==> src/acfc_regs.svh <==
/*
  Register offsets, bit positions and timing counts for the conversion flow control block.
  Assumes inclusion by acfc_flow_control.sv and the testbench, not by acfc_pkg.sv; definitions only.
*/
`ifndef ACFC_REGS_SVH
`define ACFC_REGS_SVH

// Register index as printed, byte address is four times it
`define ACFC_FLOW_CTRL_IDX 8'h05
`define ACFC_FLOW_CTRL_ADDR 12'h014
// Enable and mode register (block-local)
`define ACFC_CONFIG_ADDR 12'h020
// Request bit positions in conversion_flow_control
`define ACFC_BIT_ABORT 7
`define ACFC_BIT_CONVERSION_TRIGGER_REQUEST 6
`define ACFC_BIT_RESTART 5
`define ACFC_BIT_LOADOK 4
// Config bit positions
`define ACFC_CFG_ENABLE 0
`define ACFC_CFG_TRIGMODE 1
`define ACFC_CFG_SOFTRST 2
// Reset values
`define ACFC_FLOW_RESET 8'h00
`define ACFC_CONFIG_RESET 8'h00
// Timing counts in bus clocks, except the pump count in conversion ticks
`define ACFC_EN_LATENCY 3
`define ACFC_RESTART_MODE_BUS 2
`define ACFC_B2B_BUS 5
`define ACFC_CONVERSION_TRIGGER_REQUEST_MODE_BUS 5
`define ACFC_PUMP_CONV 2

`endif

==> src/acfc_pkg.sv <==
/*
  Types for the conversion flow control block.
  Assumes the register header is compiled alongside.
*/
package acfc_pkg;
  // Sampling launch sequencer states
  typedef enum logic [2:0] {
    ACFC_IDLE,
    ACFC_RESTART,
    ACFC_BUSWAIT,
    ACFC_PUMP,
    ACFC_SAMPLE
  } acfc_state_t;
endpackage : acfc_pkg

==> src/acfc_flow_control.sv <==
/*
  Conversion flow control: one APB slave holding the request register and a config register,
  plus the sequencer that turns requests into a channel sample start.
  Assumes an APB master on core_clk, a conversion clock tick from the converter core (same
  clock domain, one-cycle pulse) and a read-bus grant from the command list fetch logic.
*/
// Design decision made here: the APB register port.
// Behaviour
// - Requests writable three bus clocks after enable
// - Enable clear or soft reset clears all
// - Request bits set only while enabled
// - Writing zero leaves bits unchanged
// - Restart loads first list command first
// - Restart mode: two bus plus two pump
// - Back to back, restart mode: five bus plus two pump
// - Trigger mode: restart also raises trigger
// - Restart time depends on read bus
// - Trigger mode: restart, trigger clear together
// - Trigger mode: five bus after trigger clears
`timescale 1ns/1ps
`default_nettype none
`include "acfc_regs.svh"

module acfc_flow_control (
  // Clock and reset
  input wire logic core_clk,
  input wire logic rst,
  // APB slave
  input wire logic psel,
  input wire logic penable,
  input wire logic pwrite,
  input wire logic [11:0] paddr,
  input wire logic [31:0] pwdata,
  output logic [31:0] prdata,
  output logic pready,
  output logic pslverr,
  // Converter core
  input wire logic convTick,
  input wire logic convPeriodEnd,
  input wire logic seqActive,
  input wire logic readBusGrant,
  output logic loadFirstCommand,
  output logic sampleStart,
  output logic abortSequence,
  output logic listLoadOkPulse
);

  // Bus decode
  logic apbAccess;
  logic apbWrite;
  logic hitFlow;
  logic hitConfig;
  // Config state
  logic enable_reg;
  logic trigMode_reg;
  logic softRst;
  // Request bits
  logic abortReq_reg;
  logic trigReq_reg;
  logic restartReq_reg;
  logic loadOk_reg;
  logic [1:0] enLatency_reg;
  logic writeOpen;
  logic clearAll;
  // Sequencer
  acfc_pkg::acfc_state_t state_reg;
  logic [2:0] busCnt_reg;
  logic [1:0] pumpCnt_reg;
  logic restartDone;
  logic trigDone;
  logic b2bLaunch;

  // Bus decode notes:
  // The slave never stretches a transfer, so pready is a constant one
  // and every access completes in its first access cycle.
  // Only two words are decoded; any other address reports pslverr
  // and has no effect, which keeps a stray write from touching the requests.
  // Soft reset is a strobe taken from the config write itself, so it
  // clears the requests on the same edge that the write lands.
  // Trade-off: a mis-aimed write is visible only through pslverr.
  assign apbAccess = psel && penable;
  assign apbWrite = apbAccess && pwrite;
  assign hitFlow = (paddr == `ACFC_FLOW_CTRL_ADDR);
  assign hitConfig = (paddr == `ACFC_CONFIG_ADDR);
  // Zero wait states: every access completes in its first access cycle
  assign pready = 1'b1;
  assign pslverr = apbAccess && !hitFlow && !hitConfig;
  assign softRst = apbWrite && hitConfig && pwdata[`ACFC_CFG_SOFTRST];
  assign clearAll = !enable_reg || softRst;
  assign writeOpen = enable_reg && (enLatency_reg == 2'(`ACFC_EN_LATENCY));

  // Config register; soft reset is a self-clearing strobe, never stored
  always_ff @(posedge core_clk) begin
    if (rst) begin
      enable_reg <= 1'b0;
      trigMode_reg <= 1'b0;
    end else if (apbWrite && hitConfig) begin
      enable_reg <= pwdata[`ACFC_CFG_ENABLE];
      trigMode_reg <= pwdata[`ACFC_CFG_TRIGMODE];
    end
  end

  // The write window opens on the third bus clock after enable rises.
  // The counter restarts whenever enable falls, including a disable
  // that lands while it is still counting.
  // Enable latency counter: saturates after three bus clocks
  always_ff @(posedge core_clk) begin
    if (rst || !enable_reg) begin
      enLatency_reg <= 2'h0;
    end else if (enLatency_reg != 2'(`ACFC_EN_LATENCY)) begin
      enLatency_reg <= enLatency_reg + 2'h1;
    end
  end

  // Each request bit has its own set and clear terms.
  // A set from software wins over a completion in the same cycle,
  // so a fresh request is never swallowed by the tail of the old one.
  // Limitation: software must write whole values; a bit-level
  // read-modify-write would re-set any request still pending.
  // Clear by enable-off or soft reset beats everything else.
  // Request bits: write one sets, zero ignored, hardware clears on completion; set beats clear
  always_ff @(posedge core_clk) begin
    if (rst || clearAll) begin
      abortReq_reg <= 1'b0;
      trigReq_reg <= 1'b0;
      restartReq_reg <= 1'b0;
      loadOk_reg <= 1'b0;
    end else begin
      // Abort and load-ok are consumed the cycle after being seen
      if (apbWrite && hitFlow && writeOpen && pwdata[`ACFC_BIT_ABORT]) begin
        abortReq_reg <= 1'b1;
      end else if (abortReq_reg) begin
        abortReq_reg <= 1'b0;
      end
      if (apbWrite && hitFlow && writeOpen && pwdata[`ACFC_BIT_LOADOK]) begin
        loadOk_reg <= 1'b1;
      end else if (loadOk_reg) begin
        loadOk_reg <= 1'b0;
      end
      // In trigger mode a restart raises the trigger with it
      if (apbWrite && hitFlow && writeOpen && (pwdata[`ACFC_BIT_CONVERSION_TRIGGER_REQUEST]
          || (trigMode_reg && pwdata[`ACFC_BIT_RESTART]))) begin
        trigReq_reg <= 1'b1;
      end else if (trigDone) begin
        trigReq_reg <= 1'b0;
      end
      if (apbWrite && hitFlow && writeOpen && pwdata[`ACFC_BIT_RESTART]) begin
        restartReq_reg <= 1'b1;
      end else if (restartDone) begin
        restartReq_reg <= 1'b0;
      end
    end
  end

  // Read data is loaded in the setup cycle, so it shows the request bits
  // as they stand one cycle before the access phase completes.
  // A request that completes in that very cycle still reads as set.
  // Read data: live request state, upper bits zero
  always_ff @(posedge core_clk) begin
    if (rst) begin
      prdata <= 32'h0000_0000;
    end else if (psel && !penable && !pwrite) begin
      if (paddr == `ACFC_FLOW_CTRL_ADDR) begin
        prdata <= {24'h000000, abortReq_reg, trigReq_reg, restartReq_reg, loadOk_reg, 4'h0};
      end else if (paddr == `ACFC_CONFIG_ADDR) begin
        prdata <= {30'h0, trigMode_reg, enable_reg};
      end else begin
        prdata <= 32'h0000_0000;
      end
    end
  end

  // Restart finishes when the list fetch gets the read bus; in trigger mode the trigger finishes in that same cycle, else from IDLE
  assign restartDone = (state_reg == acfc_pkg::ACFC_RESTART) && readBusGrant;
  assign trigDone = trigMode_reg ? restartDone
                                 : ((state_reg == acfc_pkg::ACFC_IDLE) && trigReq_reg && !restartReq_reg);
  assign b2bLaunch = (state_reg == acfc_pkg::ACFC_IDLE) && seqActive && convPeriodEnd;

  // Sequencer overview:
  // IDLE waits for a restart, a trigger or a back-to-back period end.
  // RESTART holds until the list fetch owns the read bus, so its length
  // varies with bus traffic and nothing here bounds it.
  // BUSWAIT counts bus clocks down to zero, one state per clock.
  // PUMP counts conversion clock ticks; a tick may be rare, so the
  // wait in this state is measured in ticks rather than bus clocks.
  // SAMPLE lasts one clock and is the only source of sampleStart.
  // An abort, a disable or a soft reset drops the sequencer to IDLE
  // from any state, which also discards a half-counted wait.
  // Hazard: in restart mode a trigger written while busy is kept pending and acted on
  // once the sequencer is back in IDLE.
  // Sampling launch sequencer
  always_ff @(posedge core_clk) begin
    if (rst || clearAll || abortReq_reg) begin
      state_reg <= acfc_pkg::ACFC_IDLE;
      busCnt_reg <= 3'h0;
      pumpCnt_reg <= 2'h0;
    end else begin
      case (state_reg)
        acfc_pkg::ACFC_IDLE: begin
          if (restartReq_reg) begin
            state_reg <= acfc_pkg::ACFC_RESTART;
          end else if (trigDone) begin
            state_reg <= acfc_pkg::ACFC_BUSWAIT;
            busCnt_reg <= 3'(`ACFC_RESTART_MODE_BUS - 1);
          end else if (b2bLaunch) begin
            state_reg <= acfc_pkg::ACFC_BUSWAIT;
            busCnt_reg <= 3'(`ACFC_B2B_BUS - 1);
          end
        end
        acfc_pkg::ACFC_RESTART: begin
          if (restartDone) begin
            if (trigMode_reg) begin
              state_reg <= acfc_pkg::ACFC_BUSWAIT;
              busCnt_reg <= 3'(`ACFC_CONVERSION_TRIGGER_REQUEST_MODE_BUS - 1);
            end else begin
              state_reg <= acfc_pkg::ACFC_IDLE;
            end
          end
        end
        acfc_pkg::ACFC_BUSWAIT: begin
          if (busCnt_reg == 3'h0) begin
            // Trigger mode needs no pump wait beyond its five bus clocks
            state_reg <= trigMode_reg ? acfc_pkg::ACFC_SAMPLE : acfc_pkg::ACFC_PUMP;
            pumpCnt_reg <= 2'(`ACFC_PUMP_CONV);
          end else begin
            busCnt_reg <= busCnt_reg - 3'h1;
          end
        end
        acfc_pkg::ACFC_PUMP: begin
          if (convTick) begin
            if (pumpCnt_reg == 2'h1) begin
              state_reg <= acfc_pkg::ACFC_SAMPLE;
            end
            pumpCnt_reg <= pumpCnt_reg - 2'h1;
          end
        end
        acfc_pkg::ACFC_SAMPLE: begin
          state_reg <= acfc_pkg::ACFC_IDLE;
        end
        default: begin
          state_reg <= acfc_pkg::ACFC_IDLE;
        end
      endcase
    end
  end

  // All four outputs are single-cycle pulses or levels from registers,
  // except loadFirstCommand, which follows the read-bus grant directly
  // so the list fetch can start in the cycle it gets the bus.
  // Outputs to the converter core
  assign loadFirstCommand = restartDone;
  assign sampleStart = (state_reg == acfc_pkg::ACFC_SAMPLE);
  assign abortSequence = abortReq_reg;
  assign listLoadOkPulse = loadOk_reg;

  // Assertions
  // These watch only state that this block drives.
  // Those that time the sequencer are switched off across an abort,
  // a disable or a soft reset, since each of these ends a wait early.
  // Trigger mode latency is counted from the cycle in which the restart
  // finishes; restart mode latency from the cycle the trigger is seen.
  // The pump phase depends on the converter's tick, so the timing
  // checks stop at the pump entry where the tick rate is not known.
  property p_lat;
    @(posedge core_clk) disable iff (rst)
    $rose(enable_reg) |-> !writeOpen [*3] ##1 writeOpen || !enable_reg;
  endproperty
  a_lat: assert property (p_lat) else $error("write window opened early");

  property p_clr;
    @(posedge core_clk) disable iff (rst)
    clearAll |=> !abortReq_reg && !trigReq_reg && !restartReq_reg && !loadOk_reg;
  endproperty
  a_clr: assert property (p_clr) else $error("requests not cleared");

  property p_noset;
    @(posedge core_clk) disable iff (rst)
    !enable_reg |=> !trigReq_reg;
  endproperty
  a_noset: assert property (p_noset) else $error("trigger set while disabled");

  property p_zero;
    @(posedge core_clk) disable iff (rst)
    restartReq_reg && !restartDone && !clearAll |=> restartReq_reg;
  endproperty
  a_zero: assert property (p_zero) else $error("restart lost without completion");

  property p_tm;
    @(posedge core_clk) disable iff (rst)
    trigMode_reg && writeOpen && apbWrite && hitFlow && pwdata[`ACFC_BIT_RESTART] |=> trigReq_reg;
  endproperty
  a_tm: assert property (p_tm) else $error("restart did not raise trigger");

  property p_both;
    @(posedge core_clk) disable iff (rst)
    trigMode_reg && restartDone && !clearAll && !abortReq_reg |=> !restartReq_reg && !trigReq_reg
      ##0 state_reg == acfc_pkg::ACFC_BUSWAIT;
  endproperty
  a_both: assert property (p_both) else $error("restart and trigger not cleared together");

  property p_five;
    @(posedge core_clk) disable iff (rst || clearAll || abortReq_reg)
    trigMode_reg && restartDone |-> ##6 sampleStart;
  endproperty
  a_five: assert property (p_five) else $error("trigger mode sample late");

  property p_rm;
    @(posedge core_clk) disable iff (rst || clearAll || abortReq_reg)
    !trigMode_reg && trigDone |-> ##3 state_reg == acfc_pkg::ACFC_PUMP;
  endproperty
  a_rm: assert property (p_rm) else $error("restart mode bus wait wrong");

  c_restart: cover property (@(posedge core_clk) restartDone);
  c_sample: cover property (@(posedge core_clk) sampleStart);
  // Back-to-back launch spends five bus clocks in the wait state
  property p_b2b;
    @(posedge core_clk) disable iff (rst || clearAll || abortReq_reg)
    !trigMode_reg && b2bLaunch && !trigReq_reg && !restartReq_reg |=> state_reg == acfc_pkg::ACFC_BUSWAIT
      ##4 state_reg == acfc_pkg::ACFC_BUSWAIT ##1 state_reg == acfc_pkg::ACFC_PUMP;
  endproperty
  a_b2b: assert property (p_b2b) else $error("back to back bus wait wrong");

  // Restart stays in progress until the read bus is granted
  property p_wait;
    @(posedge core_clk) disable iff (rst || clearAll || abortReq_reg)
    state_reg == acfc_pkg::ACFC_RESTART && !readBusGrant |=> state_reg == acfc_pkg::ACFC_RESTART;
  endproperty
  a_wait: assert property (p_wait) else $error("restart finished without read bus");

  // Read data in the access phase shows the request bits of the setup cycle
  property p_rd;
    @(posedge core_clk) disable iff (rst)
    psel && !penable && !pwrite && hitFlow |=> prdata[`ACFC_BIT_ABORT] == $past(abortReq_reg)
      && prdata[`ACFC_BIT_CONVERSION_TRIGGER_REQUEST] == $past(trigReq_reg) && prdata[`ACFC_BIT_RESTART] == $past(restartReq_reg)
      && prdata[`ACFC_BIT_LOADOK] == $past(loadOk_reg);
  endproperty
  a_rd: assert property (p_rd) else $error("read data does not show request bits");

  c_b2b: cover property (@(posedge core_clk) b2bLaunch);
  c_trigmode: cover property (@(posedge core_clk) trigMode_reg && restartDone);
  c_abort: cover property (@(posedge core_clk) abortSequence);

endmodule : acfc_flow_control
`default_nettype wire

==> config.mk <==
export PLATFORM = sky130hd
export DESIGN_NAME = acfc_flow_control
export DESIGN_NICKNAME = d
export VERILOG_FILES = /design/src/acfc_pkg.sv /design/src/acfc_flow_control.sv
export VERILOG_INCLUDE_DIRS = /design/src
export SDC_FILE = /design/constraint.sdc
export NUM_CORES = 1
export LEC_CHECK = 0
export ABC_AREA = 1
export BUFFER_PORTS_ARGS = -buffer_cell sky130_fd_sc_hd__buf_2
export CORE_UTILIZATION = 45
export CTS_CLUSTER_DIAMETER = 100
export DETAILED_ROUTE_END_ITERATION = 12
export GPL_TIMING_DRIVEN = 0
export PLACE_DENSITY = 0.81
export SKIP_LAST_GASP = 1
export SLEW_MARGIN = 20
export SYNTH_ARGS = -nofsm -noshare
export SYNTH_HDL_FRONTEND = slang
export SYNTH_SLANG_ARGS = --single-unit
export TNS_END_PERCENT = 5
==> constraint.sdc <==
create_clock -name core_clk -period 2.6 [get_ports core_clk]
set_clock_uncertainty 0.2 [all_clocks]
set_input_delay 0.13 -clock core_clk [delete_from_list [all_inputs] [get_ports core_clk]]
set_output_delay 0.13 -clock core_clk [all_outputs]
set_load 0.02 [all_outputs]
==> run_results.csv, run 1 <==
group,metric,value,unit
route,vias_per_cell,4.44,
critical_path,critPathMaxFanout,6,
critical_path,cp_cell_sequence,"inv_1 -> nor2_2 -> nand2_1 -> nand2_1 -> a21oi_1 -> dlygate4sd3_1",
yosys,yosys_warnings,0,
yosys,synth.avg_cell_area,6.64,sq um
global_route,antenna_found_initial,0,
floorplan,rows,20,
critical_path,crit_path_top_delay_cell,"dlygate4sd3_1",
global_route,grtUsageTotal,20.3,%
global_route,grt_pass1_vias,1296,
critical_path,crit_buf_inv,2,
cts,htree_levels,1,
floorplan,dieHeight,59.4,microns
route,wl_per_cell,9.19,microns
global_route,grt-ovfl-total,0,
sta,fin_hold_ws,0.0101,ns
critical_path,crit_type,"flop to flop",
cts,cts_sinks,22,
power,power_frac_seq,46.0,%
yosys,ys_types,22,
route,drc_errors,0,
critical_path,r2r_setup_slack,0.68,ns
place,place_inst,330,
place,dpl.hpwl,2410,microns
power,powerDensity,377,nW/um^2
floorplan,core,3080,sq um
sta,drv_slew,0,
route,postRouteAntennaNets,0,
worst_hold_path,min_from,"psel",
cts,clockBufferDepth,2,
place,port_buffers,38,
global_route,grt_max_degree,14,
yosys,ys_seq_area_share,29.8,%
worst_hold_path,holdPathEnd,"prdata[7]",
sta,fin_crit,1.92,ns
run,maxCapViolations,0,
critical_path,r2r_end,"restartReq_reg",
critical_path,worstSetupStartpointType,"flop",
place,gp_congestion,0.837,
power,p_comb_share,18.6,%
power,clockPowerShare,35.4,%
cts,cts_made_buffers,3,
cells_and_area,fin_cells,345,
cells_and_area,layout.nets,359,
route,drt_first_pass_iters,4,
cells_and_area,largest_register_ffs,6,
cts,clkTransAtPathRegs,0.13,ns
cts,cts_root_buffer,"clkbuf_4",
sta,rsz0062_at_grt,"no",
sta,finalSetupViolCount,0,
critical_path,ff2ff_path_depth,6,
sta,period_share,74.0,%
global_route,grt_pass1_wl,5420,microns
cts,insertion_delay,0.32,ns
critical_path,reg2reg_from,"state_reg[0]",
outcome,outcome,"finished clean",
floorplan,fp.dieW,59.4,microns
power,swShare,24.8,%
sta,fin_tns_setup,0,ns
yosys,ys_ff_latch,22,
sta,finalHoldViolCount,0,
critical_path,crit_family,"buffers and inverters",
worst_hold_path,hold_depth,5,
critical_path,arrival,1.93,ns
cts,cts_resized,0,
cts,cts_tree,"done",
cells_and_area,drive_above_1_share,24.9,%
yosys,syn_area,1480,sq um
place,placed_cell_area,1820,sq um
critical_path,crit_required,2.61,ns
floorplan,pin_count,91,
power,p_total,0.000746,W
sta,fmax,0.520,GHz
route,wirelength,3170,microns
critical_path,cp-end-kind,"flop",
power,intPower,0.000561,W
critical_path,slowest_delay,0.56,ns
floorplan,start_util,48.1,%
power,ir_drop,0.540,mV
cts,post_cts_buffers,0,
power,power.leakage,1.00,nW
power,switchingPower,0.000185,W
critical_path,path_common_cell,"nand2_1",
route,drtIter0Drc,50,
cells_and_area,antenna_cells,0,
route,num_vias,1531,
critical_path,crit_start,"state_reg[0]",
cells_and_area,area_growth,33.9,%
floorplan,die-area,3520,sq um
worst_hold_path,hp-class,"primary input to flop",
yosys,netlist_instances,223,
cells_and_area,finalInstanceArea,1980,sq um
-- Yosys cell counts --
cell type / count / share of area (%)
nand2_1: 44 / 11
inv_1: 30 / 7.6
buf_4: 27 / 14
nor2_1: 23 / 5.8
dfxtp_1: 22 / 30
a21oi_1: 19 / 6.4
nand4_1: 11 / 4.6
nand3_1: 9 / 3.0
o21ai_0: 9 / 3.0
nor3_1: 6 / 2.0
ha_1: 4 / 3.4
nand3b_1: 3 / 1.5
conb_1: 2 / 0.51
nor2_2: 2 / 0.85
nor2_4: 2 / 1.5
nor3_2: 2 / 1.4
nor3b_1: 2 / 1.0
or2_1: 2 / 0.85
and3_1: 1 / 0.42
clkbuf_1: 1 / 0.25
o21a_1: 1 / 0.51
xor2_1: 1 / 0.59
-- kinds of logic (layout without fill, tap and decap cells) --
logic type	count (synthesis)	count (layout)	synth area share (%)
other	2	27	0.507
DFF	22	22	29.8
xor gates and xnor gates	1	1	0.592
AOI/OAI and AO/OA	29	29	9.97
and+or+nand+nor	107	107	34.2
buffers and inverters	58	111	21.6
adders and majority gates	4	4	3.38
-- per-stage QoR --
step	setup WS [ns]	util, %
floorplan	0.957	-
global placement	0.827	59.1
global route	0.565	64.4
finish	0.676	64.4
CTS	0.702	64.4
detailed placement	0.823	59.1
-- cells in the final DEF (no fill, tap or decap) --
master,n
nand2_1,44
buf_2,38
inv_1,30
buf_4,27
conb_1,27
nor2_1,23
dfxtp_1,22
a21oi_1,19
nand4_1,11
dlygate4sd3_1,11
nand3_1,9
o21ai_0,9
nor3_1,6
ha_1,4
nand3b_1,3
clkbuf_4,3
nor2_2,2
nor3_2,2
nor2_4,2
nor3b_1,2
or2_1,2
xor2_1,1
clkbuf_1,1
and3_1,1
o21a_1,1
bufinv_16,1
-- timing repair --
action | 4_1_cts | 5_1_grt
hold buffers | 11 | 0
endpoints found under the hold margin | 15 | 0
endpoints found under the setup margin | 0 | 0
-- worst register-to-register path, delay by kind of cell (launching register included) --
family / cells / cell delay [ns]
AOI/OAI and AO/OA: 1 / 0.06
DFF: 1 / 0.48
and+or+nand+nor: 3 / 0.37
buffers and inverters: 2 / 0.71
-- area by class of cell --
cell class / count / area [sq um]
Clock buffer: 3 / 22.5
Fill cell: 295 / 1100
Tap cell: 44 / 55.1
Inverter: 30 / 113
Multi-Input combinational cell: 168 / 815
Sequential cell: 22 / 440
Buffer: 28 / 206
Clock inverter: 1 / 30.0
Timing Repair Buffer: 49 / 300
-- power groups by stage --
stage               Sequential (W)  Combinational [W]  Clock [W]
global route              0.000344           0.000153   0.000284
CTS                       0.000343           0.000137   0.000270
global placement          0.000351           0.000124          0
floorplan                 0.000356          0.0000884          0
detailed placement        0.000351           0.000125          0
finish                    0.000343           0.000139   0.000264
-- layer usage --
metal | global-route usage [%] | wire length (microns) | up-vias
li1 | - | - | 824
met5 | 0 | 0 | -
met1 | 24.6 | 1480 | 651
met3 | 5.90 | 169 | 6
met2 | 34.0 | 1450 | 50
met4 | 7.48 | 61 | 0
-- how the worst max path moves through the flow --
stage                      to  cells past startpoint
6_report       restartReq_reg                      6
5_1_grt        restartReq_reg                      6
3_3_place_gp    busCnt_reg[2]                     11
4_1_cts        restartReq_reg                      6
2_1_floorplan   busCnt_reg[0]                     11
3_5_place_dp    busCnt_reg[2]                     11
Note: power is estimated with default switching activity, not from simulation.
==> run 2: changes to the inputs <==
--- a/config.mk
+++ b/config.mk
@@ -8,11 +8,11 @@
 export LEC_CHECK = 0
 export ABC_AREA = 1
 export BUFFER_PORTS_ARGS = -buffer_cell sky130_fd_sc_hd__buf_2
-export CORE_UTILIZATION = 45
+export CORE_UTILIZATION = 43
 export CTS_CLUSTER_DIAMETER = 100
 export DETAILED_ROUTE_END_ITERATION = 12
 export GPL_TIMING_DRIVEN = 0
-export PLACE_DENSITY = 0.81
+export PLACE_DENSITY = 0.78
 export SKIP_LAST_GASP = 1
 export SLEW_MARGIN = 20
 export SYNTH_ARGS = -nofsm -noshare
==> constraint.sdc (replaced) <==
create_clock -name core_clk -period 1.8 [get_ports core_clk]
set_clock_uncertainty 0.2 [all_clocks]
set_input_delay 0.09 -clock core_clk [delete_from_list [all_inputs] [get_ports core_clk]]
set_output_delay 0.09 -clock core_clk [all_outputs]
set_load 0.02 [all_outputs]
==> run 2 against run 1 <==
  * Register-to-register slack got worse by 0.61 ns
  * Worst hold slack better by 0.00075 ns
  * Setup slack worse by 0.61 ns
  * Design area is 2.6% higher
  * Cell count grew 1.4%
  * Clock power is 42% higher
  * First-iteration DRC count shrank 40%
  * Largest cell class unchanged
==> run_results.csv, run 2 (synthesis results as in run 1) <==
group,metric,value,unit
outcome,outcome,"finished clean",
cts,clockBufferDepth,2,
place,dpl.hpwl,2480,microns
route,wirelength,3350,microns
sta,period_share,96.3,%
sta,fmax,0.577,GHz
power,ir_drop,1.01,mV
cells_and_area,mostFrequentLayoutCell,"nand2_1",
critical_path,cp-end-kind,"flop",
run,maxCapViolations,0,
sta,drv_slew,0,
critical_path,arrival,1.78,ns
floorplan,start_util,46.9,%
route,wl_per_cell,9.58,microns
route,drc_errors,0,
critical_path,crit_required,1.84,ns
cts,cts_sinks,22,
cts,clkTransAtPathRegs,0.13,ns
floorplan,pin_count,91,
cells_and_area,layout.nets,364,
floorplan,dieHeight,60.7,microns
cells_and_area,final_cell_mix,"44 x nand2_1, 38 x buf_2, 30 x inv_1, 30 x buf_4, 27 x conb_1",
cells_and_area,largest_register_ffs,6,
cts,htree_levels,1,
cells_and_area,finalInstanceArea,2030,sq um
cts,insertion_delay,0.31,ns
place,gp_congestion,0.839,
power,power.leakage,1.02,nW
route,drtIter0Drc,30,
power,powerDensity,530,nW/um^2
cells_and_area,multiInputGateArea,820,sq um
cells_and_area,antenna_cells,0,
critical_path,crit_family,"buffers and inverters",
cells_and_area,fin_cells,350,
floorplan,die-area,3680,sq um
floorplan,core,3150,sq um
global_route,grt_pass1_wl,5490,microns
sta,finalHoldViolCount,0,
sta,rsz0062_at_grt,"yes",
cts,cts_root_buffer,"clkbuf_4",
global_route,grt_max_degree,14,
cells_and_area,seqCellArea,444,sq um
global_route,grt_pass1_vias,1368,
critical_path,critPathMaxFanout,3,
sta,fin_crit,1.73,ns
place,port_buffers,38,
sta,fin_tns_setup,0,ns
global_route,antenna_found_initial,0,
place,placed_cell_area,1820,sq um
sta,finalSetupViolCount,0,
place,place_inst,330,
cts,cts_made_buffers,3,
floorplan,rows,20,
floorplan,fp.dieW,60.7,microns
route,drt_first_pass_iters,4,
worst_hold_path,hp-class,"primary input to flop",
cts,cts_tree,"done",
critical_path,crit_type,"flop to flop",
cells_and_area,area_growth,37.4,%
critical_path,cp_cell_sequence,"inv_1 -> ha_1 -> ha_1 -> inv_1 -> nand4_1 -> buf_4 -> buf_4 -> nand4_1 -> nand2_1 -> a21oi_1",
critical_path,crit_buf_inv,4,
global_route,grtUsageTotal,19.8,%
sta,final.setup.worst_slack,0.0670,ns
critical_path,worstSetupStartpointType,"flop",
route,postRouteAntennaNets,0,
route,num_vias,1581,
cells_and_area,drive_above_1_share,27.1,%
cells_and_area,nFillCells,305,
place,dp_slack,0.0145,ns
global_route,grt-ovfl-total,0,
critical_path,slowest_delay,0.35,ns
critical_path,crit_path_top_delay_cell,"dfxtp_2",
route,vias_per_cell,4.52,
[run 2: cell count changes in the layout (fill, tap and decap cells not counted)]
cell,previous run,this run
dfxtp_2,0,3
dlygate4sd3_1,11,13
nor2_1,23,21
dfxtp_1,22,19
nor2_2,2,4
buf_4,27,30
[run 2: per-stage QoR]
| step | power [W] | util (%) | hold WS, ns |
|---|---|---|---|
| floorplan | 0.000642 | - | 0.0548 |
| global placement | 0.000686 | 57.7 | 0.160 |
| detailed placement | 0.000688 | 57.7 | 0.160 |
| CTS | 0.00108 | 63.7 | 0.00502 |
| global route | 0.00113 | 64.5 | 0.0265 |
| finish | 0.00108 | 64.5 | 0.0108 |
[run 2: metal layers]
| metal | up-vias | global-route usage (%) | share of wire (%) |
|---|---|---|---|
| met5 | - | 0 | 0 |
| met4 | 0 | 3.90 | 1.1 |
| met3 | 4 | 4.90 | 5.8 |
| met2 | 47 | 35.5 | 49 |
| met1 | 698 | 24.2 | 44 |
| li1 | 832 | - | - |
[run 2: layout make-up]
| cell class | instances | area share (%) |
|---|---|---|
| tap | 44 | 2.71 |
| inverter | 30 | 5.54 |
| multi-input combinational | 168 | 40.3 |
| buffer | 28 | 10.2 |
| sequential | 22 | 21.8 |
| clock inverter | 1 | 1.48 |
| clock buffer | 3 | 1.11 |
| timing repair buffer | 54 | 16.9 |
[run 2: worst paths after layout]
check                           to             start  slack, ns  depth (start not counted)
hold reg to reg   enLatency_reg[1]  enLatency_reg[1]       0.26                          2
hold / removal           prdata[7]          paddr[4]       0.01                          5
setup reg to reg    pumpCnt_reg[0]     busCnt_reg[0]       0.07                         10
setup / recovery    pumpCnt_reg[0]     busCnt_reg[0]       0.07                         10
[run 2: tightest hold or removal path, delay by kind of cell]
kind                   cells  cell delay, ns
AND/OR/NAND/NOR            3            0.23
buffers and inverters      1            0.12
AO/OA/AOI/OAI              1            0.05
[run 2: repair_timing]
action / CTS / global route
setup endpoints to repair: 3 / 7
hold buffers: 13 / 0
buffers inserted: 1 / 2
gates resized for setup: 0 / 5
pin swaps: 0 / 2
endpoints found under the hold margin: 15 / 0
gates cloned: 0 / 0
[run 2: power breakdown]
group,internal (W),switching [W],total (W)
clock network,0.000225,0.000151,0.000376
registers,0.000493,0.00000281,0.000496
logic,0.0000947,0.000111,0.000206
